`src/pkg/rfirq_pkg.sv`:
```
// Constants and carrier types for the receiver setting and interrupt register bank.
// Assumes an APB master with 32-bit data and word-aligned register access.

package rfirq_pkg;

  // ****************************************************************
  // Register indices (byte address is four times the index)
  // ****************************************************************
  localparam logic [7:0] RFIRQ_IDX_PROTOCOL_CTRL = 8'h01;
  localparam logic [7:0] RFIRQ_IDX_RX_FILTER     = 8'h0a;
  localparam logic [7:0] RFIRQ_IDX_REG_IO        = 8'h0b;
  localparam logic [7:0] RFIRQ_IDX_IRQ_STATUS    = 8'h0c;
  localparam logic [7:0] RFIRQ_IDX_IRQ_MASK      = 8'h0d;
  localparam logic [7:0] RFIRQ_IDX_COLL_POS      = 8'h0e;

  // ****************************************************************
  // Reset values and write masks
  // ****************************************************************
  localparam logic [7:0] RFIRQ_RST_PROTOCOL_CTRL = 8'h00;
  localparam logic [7:0] RFIRQ_RST_RX_FILTER     = 8'h40;
  localparam logic [7:0] RFIRQ_RST_REG_IO        = 8'h87;
  localparam logic [7:0] RFIRQ_RST_IRQ_STATUS    = 8'h00;
  localparam logic [7:0] RFIRQ_RST_IRQ_MASK      = 8'h3e;
  localparam logic [7:0] RFIRQ_RST_COLL_POS      = 8'h00;
  localparam logic [7:0] RFIRQ_WMASK_RX_FILTER   = 8'hfc;
  localparam logic [7:0] RFIRQ_WMASK_REG_IO      = 8'he7;

  // ****************************************************************
  // Status bit positions
  // ****************************************************************
  localparam int RFIRQ_BIT_TX        = 7;
  localparam int RFIRQ_BIT_RX        = 6;
  localparam int RFIRQ_BIT_FIFO      = 5;
  localparam int RFIRQ_BIT_CRC       = 4;
  localparam int RFIRQ_BIT_PARITY    = 3;
  localparam int RFIRQ_BIT_FRAMING   = 2;
  localparam int RFIRQ_BIT_COLLISION = 1;
  localparam int RFIRQ_BIT_NORESP    = 0;

  // ****************************************************************
  // FIFO level thresholds and gain reduction steps in dB
  // ****************************************************************
  localparam logic [3:0] RFIRQ_FIFO_LOW_LIMIT  = 4'h4;
  localparam logic [3:0] RFIRQ_FIFO_HIGH_LIMIT = 4'h8;
  localparam logic [4:0] RFIRQ_GAIN_DB_CODE1   = 5'h05;
  localparam logic [4:0] RFIRQ_GAIN_DB_CODE2   = 5'h0a;
  localparam logic [4:0] RFIRQ_GAIN_DB_CODE3   = 5'h0f;
  localparam logic [4:0] RFIRQ_GAIN_DB_HBR     = 5'h07;

  // ****************************************************************
  // Carrier types
  // ****************************************************************
  typedef struct packed {
    logic        psel;
    logic        penable;
    logic        pwrite;
    logic [11:0] paddr;
    logic [31:0] pwdata;
  } rfirq_apb_req_t;

  typedef struct packed {
    logic tx_start;
    logic tx_end;
    logic rx_sof;
    logic rx_end;
    logic crc_error_event;
    logic parity_error_event;
    logic framing_error_event;
    logic collision_event;
    logic no_response_event;
  } rfirq_events_t;

  typedef struct packed {
    logic filter_sel_212k;
    logic filter_sel_424k;
    logic filter_sel_848k_manchester;
    logic filter_sel_high_bit_rate;
    logic gain_reduce_bit_a;
    logic gain_reduce_bit_b;
  } rfirq_rx_cfg_t;

  typedef struct packed {
    logic       auto_regulator;
    logic       external_amplifier_support;
    logic       io_low_voltage;
    logic [1:0] unused_bits;
    logic       voltage_select_2;
    logic       voltage_select_1;
    logic       voltage_select_0;
  } rfirq_reg_io_t;

  typedef struct packed {
    logic [7:0]  protocol_ctrl;
    logic [7:0]  rx_filter;
    logic [7:0]  reg_io;
    logic [7:0]  status;
    logic [5:0]  int_enable;
    logic [1:0]  collision_hi;
    logic [7:0]  collision_lo;
    logic        tx_done_pend;
    logic        rx_done_pend;
    logic        fifo_cond;
    logic        irq;
    logic [4:0]  gain_db;
    logic        pready;
    logic        pslverr;
    logic [31:0] prdata;
  } rfirq_state_t;

endpackage

```
`src/rfirq_regs.sv`:
```
// Receiver filter and gain settings, regulator options, interrupt status and mask registers.
// Assumes synchronous event pulses from the framing logic and an APB master on sys_clk.
//
// Behaviour
// RULE1 - Receiver setting resets 0x40, also on protocol write
// RULE2 - Bits 7..5 select three band-pass filters
// RULE3 - Bit 4 widest filter, gain minus 7 dB
// RULE4 - Bits 3:2 reduce gain 5, 10, 15 dB
// RULE5 - Regulator register resets 0x87, protocol write ignored
// RULE6 - Bit 7 selects automatic regulator setting
// RULE7 - Bit 6 enables external amplifier support
// RULE8 - Host sets bit 5 below 2.7 V supply
// RULE9 - Bits 2:0 voltage select, bits 4:3 low
// RULE10 - Status resets 0x00, clears on read, drops request
// RULE11 - Bit 7 set at transmit start, request at end
// RULE12 - Bit 6 set at start-of-frame, request at end
// RULE13 - Bit 5 flags FIFO below 4 or above 8
// RULE14 - Bits 4..2 flag CRC, parity, framing errors
// RULE15 - Bit 1 flags collision in capable protocols only
// RULE16 - Bit 0 flags no-response timeout
// RULE17 - Mask register resets to 0x3e
// RULE18 - Mask bits 7:6 hold collision position high bits
// RULE19 - Mask bits 5..0 enable individual event interrupts
// RULE20 - Collision position resets 0x00, clears on read
// RULE21 - Position register holds low eight position bits
// RULE22 - Request asserts for enabled events, transmit/receive always

module rfirq_regs
  import rfirq_pkg::*;
(
  input  wire logic           sys_clk,
  input  wire logic           rst_n,
  input  wire logic           chip_en,
  input  wire rfirq_apb_req_t apb_req,
  output logic [31:0]         prdata,
  output logic                pready,
  output logic                pslverr,
  input  wire rfirq_events_t  events,
  input  wire logic [3:0]     fifo_count,
  input  wire logic           collision_capable,
  input  wire logic [9:0]     event_position,
  output logic                irq,
  output rfirq_rx_cfg_t       rx_cfg,
  output logic [4:0]          rx_gain_reduce_db,
  output rfirq_reg_io_t       reg_io
);

  // ****************************************************************
  // Helper functions
  // ****************************************************************
  function automatic logic reg_hit(input logic [11:0] addr, input logic [7:0] idx);
    reg_hit = (addr[11:2] == {2'b00, idx}) && (addr[1:0] == 2'b00);
  endfunction

  function automatic logic reg_mapped(input logic [11:0] addr);
    reg_mapped = reg_hit(addr, RFIRQ_IDX_PROTOCOL_CTRL) || reg_hit(addr, RFIRQ_IDX_RX_FILTER)
              || reg_hit(addr, RFIRQ_IDX_REG_IO) || reg_hit(addr, RFIRQ_IDX_IRQ_STATUS)
              || reg_hit(addr, RFIRQ_IDX_IRQ_MASK) || reg_hit(addr, RFIRQ_IDX_COLL_POS);
  endfunction

  function automatic logic [4:0] gain_db(input logic [7:0] cfg);
    logic [4:0] base;
    base = 5'h00;
    unique case (cfg[3:2])
      2'b01: base = RFIRQ_GAIN_DB_CODE1;
      2'b10: base = RFIRQ_GAIN_DB_CODE2;
      2'b11: base = RFIRQ_GAIN_DB_CODE3;
      2'b00: base = 5'h00;
    endcase
    gain_db = cfg[4] ? base + RFIRQ_GAIN_DB_HBR : base;
  endfunction

  // ****************************************************************
  // Reset release
  // ****************************************************************
  // The raw reset is released through two flops so that no register sees a
  // release edge close to the clock.
  logic rst_meta_reg;
  logic rst_sync_reg;

  always_ff @(posedge sys_clk or negedge rst_n) begin
    if (!rst_n) begin
      rst_meta_reg <= 1'b0;
      rst_sync_reg <= 1'b0;
    end else begin
      rst_meta_reg <= 1'b1;
      rst_sync_reg <= rst_meta_reg;
    end
  end

  // ****************************************************************
  // State
  // ****************************************************************
  rfirq_state_t state_reg;
  rfirq_state_t state_next;

  localparam rfirq_state_t RFIRQ_STATE_RESET = '{
    protocol_ctrl: RFIRQ_RST_PROTOCOL_CTRL,
    rx_filter:     RFIRQ_RST_RX_FILTER,
    reg_io:        RFIRQ_RST_REG_IO,
    status:        RFIRQ_RST_IRQ_STATUS,
    int_enable:    RFIRQ_RST_IRQ_MASK[5:0],
    collision_hi:  RFIRQ_RST_IRQ_MASK[7:6],
    collision_lo:  RFIRQ_RST_COLL_POS,
    tx_done_pend:  1'b0,
    rx_done_pend:  1'b0,
    // Starting as already met keeps an empty FIFO from flagging at power-up.
    fifo_cond:     1'b1,
    irq:           1'b0,
    gain_db:       5'h00,
    pready:        1'b0,
    pslverr:       1'b0,
    prdata:        32'h0000_0000
  };

  // ****************************************************************
  // Next-state logic
  // ****************************************************************
  always_comb begin
    logic       access;
    logic       done;
    logic       wr_done;
    logic       rd_done;
    logic       fifo_now;
    logic       pos_capture;
    logic [7:0] rd_value;
    access      = apb_req.psel && apb_req.penable;
    done        = access && state_reg.pready;
    wr_done     = done && apb_req.pwrite && !state_reg.pslverr;
    rd_done     = done && !apb_req.pwrite && !state_reg.pslverr;
    fifo_now    = (fifo_count < RFIRQ_FIFO_LOW_LIMIT) || (fifo_count > RFIRQ_FIFO_HIGH_LIMIT);
    pos_capture = (events.collision_event && collision_capable) || events.crc_error_event
               || events.parity_error_event || events.framing_error_event;
    rd_value    = 8'h00;
    state_next  = state_reg;

    // One wait state: pready rises in the second access cycle.
    state_next.pready  = access && !state_reg.pready;
    state_next.pslverr = access && !state_reg.pready && !reg_mapped(apb_req.paddr);
    if (reg_hit(apb_req.paddr, RFIRQ_IDX_PROTOCOL_CTRL)) begin
      rd_value = state_reg.protocol_ctrl;
    end else if (reg_hit(apb_req.paddr, RFIRQ_IDX_RX_FILTER)) begin
      rd_value = state_reg.rx_filter;
    end else if (reg_hit(apb_req.paddr, RFIRQ_IDX_REG_IO)) begin
      rd_value = state_reg.reg_io;
    end else if (reg_hit(apb_req.paddr, RFIRQ_IDX_IRQ_STATUS)) begin
      rd_value = state_reg.status;
    end else if (reg_hit(apb_req.paddr, RFIRQ_IDX_IRQ_MASK)) begin
      rd_value = {state_reg.collision_hi, state_reg.int_enable};
    end else if (reg_hit(apb_req.paddr, RFIRQ_IDX_COLL_POS)) begin
      rd_value = state_reg.collision_lo;
    end
    state_next.prdata = (access && !state_reg.pready && !apb_req.pwrite)
                      ? {24'h00_0000, rd_value} : 32'h0000_0000;

    // Register writes.
    if (wr_done && reg_hit(apb_req.paddr, RFIRQ_IDX_RX_FILTER)) begin
      state_next.rx_filter = apb_req.pwdata[7:0] & RFIRQ_WMASK_RX_FILTER;  // [RULE2] [RULE3]
    end
    if (wr_done && reg_hit(apb_req.paddr, RFIRQ_IDX_REG_IO)) begin
      state_next.reg_io = apb_req.pwdata[7:0] & RFIRQ_WMASK_REG_IO;  // [RULE6] [RULE7] [RULE9]
    end
    if (wr_done && reg_hit(apb_req.paddr, RFIRQ_IDX_IRQ_MASK)) begin
      state_next.int_enable = apb_req.pwdata[5:0];  // [RULE19]
    end
    if (wr_done && reg_hit(apb_req.paddr, RFIRQ_IDX_PROTOCOL_CTRL)) begin
      state_next.protocol_ctrl = apb_req.pwdata[7:0];
      // A protocol change restores receiver and status defaults only.
      state_next.rx_filter    = RFIRQ_RST_RX_FILTER;  // [RULE1] [RULE5]
      state_next.status       = RFIRQ_RST_IRQ_STATUS;  // [RULE10]
      state_next.tx_done_pend = 1'b0;
      state_next.rx_done_pend = 1'b0;
    end

    // Clear-on-read, applied at the edge that completes the read.
    if (rd_done && reg_hit(apb_req.paddr, RFIRQ_IDX_IRQ_STATUS)) begin
      state_next.status       = RFIRQ_RST_IRQ_STATUS;  // [RULE10]
      state_next.tx_done_pend = 1'b0;
      state_next.rx_done_pend = 1'b0;
    end
    if (rd_done && reg_hit(apb_req.paddr, RFIRQ_IDX_IRQ_MASK)) begin
      state_next.collision_hi = 2'b00;  // [RULE18]
    end
    if (rd_done && reg_hit(apb_req.paddr, RFIRQ_IDX_COLL_POS)) begin
      state_next.collision_lo = RFIRQ_RST_COLL_POS;  // [RULE20]
    end

    // Events come after the read and protocol-write clears so a set in the clearing cycle is never lost.
    state_next.fifo_cond = fifo_now;
    if (events.tx_start) begin
      state_next.status[RFIRQ_BIT_TX] = 1'b1;  // [RULE11]
    end
    if (events.tx_end) begin
      state_next.tx_done_pend = 1'b1;  // [RULE11]
    end
    if (events.rx_sof) begin
      state_next.status[RFIRQ_BIT_RX] = 1'b1;  // [RULE12]
    end
    if (events.rx_end) begin
      state_next.rx_done_pend = 1'b1;  // [RULE12]
    end
    if (fifo_now && !state_reg.fifo_cond) begin
      state_next.status[RFIRQ_BIT_FIFO] = 1'b1;  // [RULE13]
    end
    if (events.crc_error_event) begin
      state_next.status[RFIRQ_BIT_CRC] = 1'b1;  // [RULE14]
    end
    if (events.parity_error_event) begin
      state_next.status[RFIRQ_BIT_PARITY] = 1'b1;  // [RULE14]
    end
    if (events.framing_error_event) begin
      state_next.status[RFIRQ_BIT_FRAMING] = 1'b1;  // [RULE14]
    end
    if (events.collision_event && collision_capable) begin
      state_next.status[RFIRQ_BIT_COLLISION] = 1'b1;  // [RULE15]
    end
    if (events.no_response_event) begin
      state_next.status[RFIRQ_BIT_NORESP] = 1'b1;  // [RULE16]
    end
    if (pos_capture) begin
      state_next.collision_hi = event_position[9:8];  // [RULE18]
      state_next.collision_lo = event_position[7:0];  // [RULE21]
    end

    // Chip disable restores every register default, as at power-on.
    if (!chip_en) begin
      state_next.protocol_ctrl = RFIRQ_RST_PROTOCOL_CTRL;
      state_next.rx_filter     = RFIRQ_RST_RX_FILTER;  // [RULE1]
      state_next.reg_io        = RFIRQ_RST_REG_IO;  // [RULE5]
      state_next.status        = RFIRQ_RST_IRQ_STATUS;  // [RULE10]
      state_next.int_enable    = RFIRQ_RST_IRQ_MASK[5:0];  // [RULE17]
      state_next.collision_hi  = RFIRQ_RST_IRQ_MASK[7:6];
      state_next.collision_lo  = RFIRQ_RST_COLL_POS;  // [RULE20]
      state_next.tx_done_pend  = 1'b0;
      state_next.rx_done_pend  = 1'b0;
    end

    // Only the end of a transfer raises the request for bits 7 and 6.
    state_next.irq = state_next.tx_done_pend || state_next.rx_done_pend
                  || |(state_next.status[5:0] & state_next.int_enable);  // [RULE22] [RULE10]
    state_next.gain_db = gain_db(state_next.rx_filter);  // [RULE3] [RULE4]
  end

  always_ff @(posedge sys_clk or negedge rst_sync_reg) begin
    if (!rst_sync_reg) begin
      state_reg <= RFIRQ_STATE_RESET;  // [RULE1] [RULE5] [RULE17] [RULE20]
    end else begin
      state_reg <= state_next;
    end
  end

  // ****************************************************************
  // Outputs
  // ****************************************************************
  assign prdata            = state_reg.prdata;
  assign pready            = state_reg.pready;
  assign pslverr           = state_reg.pslverr;
  assign irq               = state_reg.irq;
  assign rx_cfg            = rfirq_rx_cfg_t'(state_reg.rx_filter[7:2]);
  assign rx_gain_reduce_db = state_reg.gain_db;
  assign reg_io            = rfirq_reg_io_t'(state_reg.reg_io);

endmodule

```
`config.mk`:
```
export PLATFORM = sky130hd
export DESIGN_NAME = rfirq_regs
export DESIGN_NICKNAME = d
export VERILOG_FILES = /design/src/pkg/rfirq_pkg.sv /design/src/rfirq_regs.sv
export SDC_FILE = /design/constraint.sdc
export NUM_CORES = 1
export LEC_CHECK = 0
export ABC_AREA = 1
export BUFFER_PORTS_ARGS = -buffer_cell sky130_fd_sc_hd__buf_2
export CAP_MARGIN = 10
export CORE_ASPECT_RATIO = 0.7
export CORE_MARGIN = 1.5
export CORE_UTILIZATION = 30
export CTS_BUF_LIST = sky130_fd_sc_hd__clkbuf_8 sky130_fd_sc_hd__clkbuf_16
export DETAILED_ROUTE_END_ITERATION = 6
export HOLD_SLACK_MARGIN = 0.06
export SYNTH_ARGS = -nofsm -noshare
export SYNTH_HDL_FRONTEND = slang
export SYNTH_SLANG_ARGS = --single-unit
```
`constraint.sdc`:
```
create_clock -name sys_clk -period 2 [get_ports sys_clk]
set_input_delay 0.3 -clock sys_clk [delete_from_list [all_inputs] [get_ports sys_clk]]
set_output_delay 0.3 -clock sys_clk [all_outputs]
set_load 0.05 [all_outputs]
```
==> results.md, run 1 <==
* Status: complete, no violations
* TritonCTS Buffers at 9
* Count leader, synth: nand2_1
* Final hold viol count at 0
* Worst skew pair latency at 0.33 ns
* Crit path from: pslverr$_DFF_PN0_
* CP required at 2.22 ns
* # IOs at 128
* CTS sink count at 65
* First-pass GRT wire length at 16400 um
* Yosys top cell area share at 35.9%
* Setup crit end: rx_gain_reduce_db[3]$_DFF_PN0_
* WL/cell at 13.7 um
* # port buffers at 77
* Residual DRC count at 0
* Synth unique cells at 36
* Clk pin slew, worst setup/hold paths at 0.05 ns
* Place WS at -0.0498 ns
* Clock buffer depth at 2
* Routed vias/inst at 4.40
* Max reg flops at 35
* Row cnt at 34
* PD cells at 752 nW/um2
* R2R Path Start: pslverr$_DFF_PN0_
* Die width at 137 um
* Final Cell Area at 4660 um2
* Mapped Avg Cell Area at 7.78 um2
* Worst Reg-to-Reg Cells at 12
* Core area at 12300 um2
* Largest net degree at the start of global routing at 24
* Area post-placement at 4330 um2
* First-pass DRT Iterations at 4
* Crit Path Max Fanout at 5
* Root buffer cell: clkbuf_16
* Max-Cap Viols at 0
* Fin crit share at 93.2%
* Mapped Cells at 484
* Mapped Area at 3760 um2
* CTS tree: yes
* Routed WL at 10100 um
* FF-to-FF setup slack at 0.14 ns
* Placed cell count at 725
* Via Count at 3268
* PnR Total Power at 3.51 mW
* Fmax at 536 MHz
* CP Capture Type: flop
* Area growth syn-to-layout at 23.9%
* Number of synthesized register bits at 65
* Post-route insts no fill at 742
* Static Leak at 2.47 nW
* FILL cells at 1314
* Critical path class: flop to flop
* Die area at 13200 um2
* Max H-tree Level at 3
* Reg2Reg Capture Point: rx_gain_reduce_db[3]$_DFF_PN0_
* Post-synth top area cell: dfrtp_1
* Layout cells sized above 1 at 31.7%
* Register area share after synthesis at 43.6%
* Total GRT Usage at 16.3%
* Number of global-route vias before repair at 3300
* Final ANT Viol Nets at 0
* Iteration-0 DRC Markers at 201
* Element type at the critical path start: flop
* Yosys synthesis warning count at 0
* Initial antenna violation count at 0
* Setup Viol. Count Final at 0
* Antenna cells at 0
* Final min period at 1.86 ns
* Fin. max-slew vios at 0
* FFs w/ async S/R, synth at 100%
* Worst endpoint data arrival time at 2.08 ns
* Commonest cells in the synthesized netlist: nand2_1 (104), inv_1 (59), dfrtp_1 (54), buf_4 (51), o21ai_0 (48)
* Post-synth EDFFs at 0
* Top post-synthesis cells by area: dfrtp_1 (36%), nand2_1 (10%), buf_4 (10%)
* Peak VDD IR at 0.422 mV
* Die H at 96.7 um
* Clock skew at 0.00686 ns
* Initial core utilization at 30.5%
* Hold Crit Class: input pin to flop
* Final setup margin at 0.135 ns
* Ys flop type: dfrtp_1
* Grt ovf at 0
* Post-DP HPWL at 8200 um
* GPL Wtd Cong at 0.895
* Final net count at 654
-- area by class of cell --
cell class	count	area [um2]	share of cell area, %
repair buffers	116	693	14.9
clock inverters	5	72.6	1.56
well taps	162	203	4.35
flip-flops and latches	65	1640	35.3
inverters	64	243	5.21
multi-input cells	320	1570	33.6
clock buffers	10	239	5.12
-- where the power goes --
group          total [mW]  switching (mW)  leakage [nW]  internal, mW
Sequential           1.40          0.0356         0.830          1.37
Combinational       0.459           0.330          1.48         0.129
Clock                1.64           0.538         0.161          1.11
-- what timing repair did --
| action | 4_1_cts | 5_1_grt |
|---|---|---|
| buffers inserted | 0 | 1 |
| setup endpoints to repair | 0 | 5 |
| hold buffers | 1 | 0 |
| endpoints found under the hold margin | 2 | 0 |
| resized for setup | 0 | 1 |
-- kinds of logic (layout without fill, tap and decap cells) --
kind of cell,Yosys count,after routing,synth area share (%)
flip-flops,65,65,43.6
other,2,27,0.200
adder cells (fa/ha/maj),4,4,1.33
AND/OR/NAND/NOR,218,218,26.7
AO/OA/AOI/OAI,71,71,10.3
buffers and inverters,124,195,17.9
-- worst min-delay path by stage --
stage	endpoint	cells after the start	startpoint
3_5_place_dp	rst_meta_reg$_DFF_PN0_	1	rst_n
4_1_cts	state_reg[66]$_DFFE_PN0P_	3	events[8]
5_1_grt	state_reg[45]$_DFFE_PN0P_	3	event_position[2]
6_report	state_reg[50]$_DFFE_PN0P_	3	event_position[7]
3_3_place_gp	rst_meta_reg$_DFF_PN0_	1	rst_n
2_1_floorplan	rst_meta_reg$_DFF_PN0_	0	rst_n
-- metrics by stage --
step | utilization [%] | hold slack (ns) | TNS [ns]
detailed placement | 35.1 | 0.0889 | -0.147
finish | 37.8 | 0.211 | 0
floorplan | - | 0.00441 | -0.0305
global placement | 35.1 | 0.0868 | 0
CTS | 37.7 | 0.206 | 0
global route | 37.8 | 0.229 | -0.00613
-- cell usage in the layout, fill, tap and decap left out, drive strengths merged --
cell type and instances:
nor4 1, conb 27, or2 4, inv 66
and2 1, a21oi 15, o211ai 1, dfstp 11
dlygate4sd3 1, o31ai 1, o22ai 1, nand4 6
o21bai 1, o21a 1, nor2 40, nand3 49
clkbuf 10, bufinv 2, nand2 113, buf 115
dfrtp 54, clkinv 1, o21ai 51, ha 4
nor3 4
-- worst max-delay path: stages, from the launching register on --
cell,delay (ns)
dfrtp_2,0.40
inv_2,0.05
nand2_2,0.06
nor3_4,0.24
buf_4,0.18
nand3_2,0.09
nand2_4,0.08
inv_2,0.03
o21ai_0,0.08
a21oi_2,0.10
ha_1,0.22
o21ai_2,0.15
nand2_1,0.07
-- per-layer routing --
metal / wire (um) / part of all wire (%) / up-vias / track usage, %
li1: - / - / 1648 / -
met1: 5220 / 51 / 1514 / 25.0
met3: 732 / 7.2 / 9 / 4.45
met5: 0 / 0 / - / 0
met4: 109 / 1.1 / 0 / 4.53
met2: 4080 / 40 / 97 / 22.2
Power figures use the tool's default switching activity.
==> run 2, diff against run 1 <==
--- a/config.mk
+++ b/config.mk
@@ -10,10 +10,11 @@
 export CAP_MARGIN = 10
 export CORE_ASPECT_RATIO = 0.7
 export CORE_MARGIN = 1.5
-export CORE_UTILIZATION = 30
+export CORE_UTILIZATION = 46
 export CTS_BUF_LIST = sky130_fd_sc_hd__clkbuf_8 sky130_fd_sc_hd__clkbuf_16
 export DETAILED_ROUTE_END_ITERATION = 6
 export HOLD_SLACK_MARGIN = 0.06
+export PLACE_DENSITY = 0.77
 export SYNTH_ARGS = -nofsm -noshare
 export SYNTH_HDL_FRONTEND = slang
 export SYNTH_SLANG_ARGS = --single-unit
==> results.md, run 2 (synthesis gave the netlist of run 1 again) <==
* # resized after CTS at 0 (unchanged)
* Residual DRC count at 0 (unchanged)
* RSZ-0062 raised after global routing: yes
* Via Count at 3367 (was 3268)
* Post-DP HPWL at 7250 um (was 8200 um)
* Crit Path Max Fanout at 5 (unchanged)
* # port buffers at 77 (unchanged)
* Switching share of power at 26.2% (was 25.8%)
* Iteration-0 DRC Markers at 248 (was 201)
* First-pass DRT Iterations at 5 (was 4)
* CP Capture Type: flop (unchanged)
* Uppermost layer routed: met4 (unchanged)
* Initial core utilization at 47.6% (was 30.5%)
* Routed WL at 9800 um (was 10100 um)
* Total GRT Usage at 22.8% (was 16.3%)
* Worst skew pair latency at 0.33 ns (about the same)
* Setup Viol. Count Final at 0 (unchanged)
* Comb pwr share at 12.7% (was 13.1%)
* Reg power frac at 39.7% (was 40.0%)
* Antenna cells at 0 (unchanged)
* Max reg flops at 35 (unchanged)
* Clk pin slew, worst setup/hold paths at 0.05 ns (about the same)
* Final ANT Viol Nets at 0 (unchanged)
* First-pass GRT wire length at 15400 um (was 16400 um)
* CTS tree: yes (unchanged)
* Element type at the critical path start: flop (unchanged)
* TritonCTS Buffers at 9 (unchanged)
* Status: complete, no violations (unchanged)
* Layout cells sized above 1 at 30.4% (was 31.7%)
* Static Leak at 2.42 nW (was 2.47 nW)
* Area post-placement at 4140 um2 (was 4330 um2)
* GPL Wtd Cong at 0.895 (about the same)
* CTS sink count at 65 (unchanged)
* Commonest non-fill, non-tap cell in the layout: nand2_1 (unchanged)
* Metal3 WL at 981 um (was 732 um)
* Hold Crit Class: input pin to flop (unchanged)
* Max-Cap Viols at 0 (unchanged)
* Final hold viol count at 0 (unchanged)
* Fin. max-slew vios at 0 (unchanged)
* Clock skew at 0.00379 ns (was 0.00686 ns)
* Slew headroom at 64.9%
* Switch Pwr at 920 uW (was 904 uW)
* Routed vias/inst at 5.02 (was 4.40)
* Fmax at 508 MHz (was 536 MHz)
* Core area at 7910 um2 (was 12300 um2)
* Row cnt at 27 (was 34)
* Final Cell Area at 4510 um2 (was 4660 um2)
* Area growth syn-to-layout at 19.7% (was 23.9%)
* Clock share of power at 47.5% (was 46.9%)
* Worst slew pin tran at 0.525 ns
* Root buffer cell: clkbuf_16 (unchanged)
* # IOs at 128 (unchanged)
* FILL cells at 710 (was 1314)
* Worst endpoint data arrival time at 2.18 ns (was 2.08 ns)
* Internal at 2.59 mW (was 2.60 mW)
* Number of global-route vias before repair at 3158 (was 3300)
* Peak VDD IR at 0.443 mV (was 0.422 mV)
* Critical path class: flop to flop (unchanged)
* WL met2 at 4230 um (was 4080 um)
* Worst hold slack at 0.201 ns (was 0.211 ns)
* Initial antenna violation count at 0 (unchanged)
* Post-Route M1 WL at 4450 um (was 5220 um)
* Final net count at 643 (was 654)
* WL/cell at 14.6 um (was 13.7 um)
* PD cells at 779 nW/um2 (was 752 nW/um2)
* CP required at 2.21 ns (was 2.22 ns)
* Max H-tree Level at 3 (unchanged)
* Final setup margin at 0.0301 ns (was 0.135 ns)
* Grt ovf at 0 (unchanged)
* Clock buffer depth at 2 (unchanged)
* Largest net degree at the start of global routing at 64 (was 24)
* FF-to-FF setup slack at 0.03 ns (was 0.14 ns)
* Place WS at -0.0826 ns (was -0.0498 ns)
* Die H at 78.7 um (was 96.7 um)
* Die width at 111 um (was 137 um)
* Die area at 8740 um2 (was 13200 um2)
* Most frequent cells in the layout: nand2_1 (103), buf_2 (77), inv_1 (59) (was nand2_1 (103), buf_2 (77), inv_1 (58))
* Fin crit share at 98.5% (was 93.2%)
* Final min period at 1.97 ns (was 1.86 ns)
-- run 2: changes by cell type in the layout (fill, tap and decap cells not counted) --
cell	before	now
buf_4	37	26
inv_1	58	59
inv_2	7	8
inv_4	1	0
-- run 2: worst paths after layout --
check                                       startpoint                             end  cells after the start
worst max register to register       pslverr$_DFF_PN0_  rx_gain_reduce_db[3]$_DFF_PN0_                     12
worst max-delay path                 pslverr$_DFF_PN0_  rx_gain_reduce_db[3]$_DFF_PN0_                     12
min in group asynchronous       rst_sync_reg$_DFF_PN0_                   irq$_DFF_PN0_                      1
worst min-delay path                         events[6]       state_reg[65]$_DFFE_PN0P_                      3
max in group asynchronous       rst_sync_reg$_DFF_PN0_         state_reg[55]$_DFF_PN1_                      1
worst min register to register  rst_sync_reg$_DFF_PN0_                   irq$_DFF_PN0_                      1
-- run 2: per-stage QoR --
| stage | std cells | util (%) | power [mW] | TNS (ns) |
|---|---|---|---|---|
| after global placement | 648 | 52.3 | 1.85 | 0 |
| after global routing | 671 | 57.0 | 3.64 | -0.0987 |
| final | 671 | 57.0 | 3.51 | 0 |
| after floorplan | 509 | - | 1.77 | -0.0305 |
| after CTS | 665 | 56.4 | 3.53 | 0 |
| after detailed placement | 648 | 52.3 | 1.86 | -0.169 |
-- run 2: power by group through the flow --
stage	sequential [mW]	clock, mW	combinational (mW)
global route	1.40	1.75	0.489
global placement	1.41	0	0.431
floorplan	1.44	0	0.331
CTS	1.39	1.69	0.443
detailed placement	1.42	0	0.439
finish	1.40	1.67	0.447
-- run 2: critical path: stages, from the launching register on --
cell and delay (ns):
dfrtp_2 0.40, inv_2 0.05, nand2_2 0.06, nor3_4 0.21, inv_2 0.14, nor2_4 0.15
o21ai_0 0.11, a21oi_2 0.22, buf_4 0.16, inv_1 0.03, ha_1 0.18, nand2_1 0.08
nand2_1 0.06
-- run 2: timing repair --
item	CTS	global route
hold endpoints to repair	2	0
setup endpoints to repair	0	4
hold buffers	1	0
setup buffers	0	6
-- run 2: area by class of cell --
cell class | instances | area (um2) | area share (%)
clock buffers | 10 | 239 | 5.30
well taps | 101 | 126 | 2.80
flip-flops and latches | 65 | 1640 | 36.5
repair buffers | 105 | 611 | 13.6
clock inverters | 6 | 76.3 | 1.69
multi-input cells | 320 | 1570 | 34.8
inverters | 64 | 240 | 5.33
-- run 2: layer usage --
layer	vias to the layer above	GRT usage (%)
met5	-	0
met4	0	6.84
met3	12	6.33
met2	171	35.0
met1	1559	31.7
li1	1625	-
==> run 3, diff against run 2 <==
--- a/config.mk
+++ b/config.mk
@@ -14,7 +14,8 @@
 export CTS_BUF_LIST = sky130_fd_sc_hd__clkbuf_8 sky130_fd_sc_hd__clkbuf_16
 export DETAILED_ROUTE_END_ITERATION = 6
 export HOLD_SLACK_MARGIN = 0.06
-export PLACE_DENSITY = 0.77
+export PLACE_DENSITY = 0.8
+export SETUP_SLACK_MARGIN = 0.05
 export SYNTH_ARGS = -nofsm -noshare
 export SYNTH_HDL_FRONTEND = slang
 export SYNTH_SLANG_ARGS = --single-unit
==> results.md, run 3 (synthesis gave the netlist of run 1 again) <==
* Uppermost layer routed: met4 (unchanged)
* Die area at 8740 um2 (unchanged)
* FF-to-FF setup slack at 0.05 ns (was 0.03 ns)
* Layout cells sized above 1 at 32.4% (was 30.4%)
* Static Leak at 2.43 nW (was 2.42 nW)
* CTS tree: yes (unchanged)
* Worst Reg-to-Reg Cells at 13 (was 12)
* Setup crit end: rx_gain_reduce_db[1]$_DFF_PN0_ (was rx_gain_reduce_db[3]$_DFF_PN0_)
* Initial antenna violation count at 0 (unchanged)
* Number of global-route vias before repair at 3320 (was 3158)
* Routed vias/inst at 5.10 (was 5.02)
* Setup Viol. Count Final at 0 (unchanged)
* CP required at 2.21 ns (about the same)
* Family with the most delay on the worst path: simple AND/OR/NAND/NOR gates (unchanged)
* Final hold viol count at 0 (unchanged)
* Largest stage delay, worst path at 0.41 ns (was 0.40 ns)
* CTS sink count at 65 (unchanged)
* Root buffer cell: clkbuf_16 (unchanged)
* Max-Cap Viols at 0 (unchanged)
* First-pass DRT Iterations at 5 (unchanged)
* Iteration-0 DRC Markers at 440 (was 248)
* Critical path class: flop to flop (unchanged)
* Fmax at 514 MHz (was 508 MHz)
* Final ANT Viol Nets at 0 (unchanged)
* Routed WL at 10100 um (was 9800 um)
* Worst skew pair latency at 0.33 ns (about the same)
* Die H at 78.7 um (unchanged)
* Commonest non-fill, non-tap cell in the layout: nand2_1 (unchanged)
* Total GRT Usage at 23.8% (was 22.8%)
* Fin. max-slew vios at 0 (unchanged)
* Placed cell count at 651 (was 648)
* Via Count at 3441 (was 3367)
* CP cell instances: inv_2 > nand2_4 > nor3_4 > inv_2 > nor2_4 > nand2_1 > nand2_1 > inv_2 > nor2_4 > inv_2 > ha_2 > nand2_1 > nand2_1 (was inv_2 > nand2_2 > nor3_4 > inv_2 > nor2_4 > o21ai_0 > a21oi_2 > buf_4 > inv_1 > ha_1 > nand2_1 > nand2_1)
* Max reg flops at 35 (unchanged)
* Worst hold slack at 0.195 ns (was 0.201 ns)
* Element type at the critical path start: flop (unchanged)
* GPL Wtd Cong at 0.902 (was 0.895)
* Antenna cells at 0 (unchanged)
* Post-Route M1 WL at 4360 um (was 4450 um)
* Core area at 7910 um2 (unchanged)
* WL met2 at 4560 um (was 4230 um)
* Worst slew pin tran at 0.660 ns (was 0.525 ns)
* TritonCTS Buffers at 9 (unchanged)
* PD cells at 778 nW/um2 (was 779 nW/um2)
* Slew headroom at 56.0% (was 64.9%)
* First-pass GRT wire length at 16200 um (was 15400 um)
* Max H-tree Level at 3 (unchanged)
* Status: complete, no violations (unchanged)
* Clock skew at 0.00471 ns (was 0.00379 ns)
* Crit Path Max Fanout at 5 (unchanged)
* Crit path from: pslverr$_DFF_PN0_ (unchanged)
* Residual DRC count at 0 (unchanged)
* Post-DP HPWL at 7510 um (was 7250 um)
* Clock buffer depth at 2 (unchanged)
* Critical path depth in cells at 13 (was 12)
* # port buffers at 77 (unchanged)
* Metal3 WL at 1020 um (was 981 um)
* Largest net degree at the start of global routing at 30 (was 64)
* WP buf/inv at 4 (unchanged)
* Final net count at 647 (was 643)
* R2R Path Start: pslverr$_DFF_PN0_ (unchanged)
* CP Capture Type: flop (unchanged)
* Reg2Reg Capture Point: rx_gain_reduce_db[1]$_DFF_PN0_ (was rx_gain_reduce_db[3]$_DFF_PN0_)
* Die width at 111 um (unchanged)
* CP max-delay cell: dfrtp_2 (unchanged)
* Fin crit share at 97.3% (was 98.5%)
* Hold Crit Class: input pin to flop (unchanged)
* Hold wc startpoint: events[8] (was events[6])
* RSZ-0062 raised after global routing: yes (unchanged)
* Most frequent cells in the layout: nand2_1 (102), buf_2 (77), inv_1 (55) (was nand2_1 (103), buf_2 (77), inv_1 (59))
* Area growth syn-to-layout at 21.8% (was 19.7%)
* Grt ovf at 0 (unchanged)
* Initial core utilization at 47.6% (unchanged)
* Worst endpoint data arrival time at 2.16 ns (was 2.18 ns)
* Row cnt at 27 (unchanged)
* WL/cell at 15.0 um (was 14.6 um)
* # IOs at 128 (unchanged)
* Final min period at 1.95 ns (was 1.97 ns)
* FILL cells at 724 (was 710)
* Clk pin slew, worst setup/hold paths at 0.06 ns (was 0.05 ns)
* Post-route insts no fill at 675 (was 671)
* Peak VDD IR at 0.403 mV (was 0.443 mV)
## run 3: cell types whose count changed in the layout (fill, tap and decap cells not counted), sizes merged
cell      previous run  this run
clkinv               1         3
inv                 67        65
clkinvlp             0         1
clkbuf              10         9
buf                104       108
## run 3: through the flow
step | setup TNS (ns) | power [mW] | utilization, % | setup WS [ns] | instance area (um2)
floorplan | -0.0245 | 1.77 | - | -0.00922 | 3890
global placement | 0 | 1.85 | 52.6 | 0.0367 | 4160
detailed placement | -0.0372 | 1.86 | 52.6 | -0.0233 | 4160
CTS | 0 | 3.59 | 57.2 | 0.0660 | 4520
global route | -0.196 | 3.69 | 58.0 | -0.0639 | 4590
finish | 0 | 3.57 | 58.0 | 0.0542 | 4590
## run 3: worst min-delay path by stage
stage,to,cells past startpoint
2_1_floorplan,rst_meta_reg$_DFF_PN0_,0
3_3_place_gp,rst_meta_reg$_DFF_PN0_,1
6_report,state_reg[66]$_DFFE_PN0P_,3
5_1_grt,state_reg[66]$_DFFE_PN0P_,3
4_1_cts,state_reg[66]$_DFFE_PN0P_,3
3_5_place_dp,rst_meta_reg$_DFF_PN0_,1
## run 3: tightest hold or removal path, stage by stage
cell,delay [ns]
buf_2,0.09
inv_1,0.04
a21oi_1,0.05
## run 3: routing by layer
layer,up-vias,track usage (%)
met5,-,0
met4,0,6.33
met3,33,7.10
met2,180,38.2
met1,1598,31.8
li1,1630,-
## run 3: where the power goes
group	internal [mW]	leakage, nW	switching (mW)
logic	0.115	1.45	0.328
clock network	1.10	0.156	0.618
registers	1.37	0.830	0.0379
total	2.58	2.43	0.983
## run 3: area by class of cell
cell class              count  area [um2]  share of cell area, %
flip-flops and latches     65        1640                   35.9
multi-input cells         320        1610                   35.0
repair buffers            109         641                   14.0
inverters                  64         240                   5.24
clock buffers               9         225                   4.91
well taps                 101         126                   2.76
clock inverters             7         103                   2.24
## run 3: timing repair
item | 4_1_cts | 5_1_grt
gates cloned | 0 | 0
hold buffers | 1 | 0
setup endpoints to repair | 4 | 5
resized for setup | 0 | 10
endpoints found under the hold margin | 2 | 0
buffers inserted | 3 | 4
pin swaps | 1 | 2
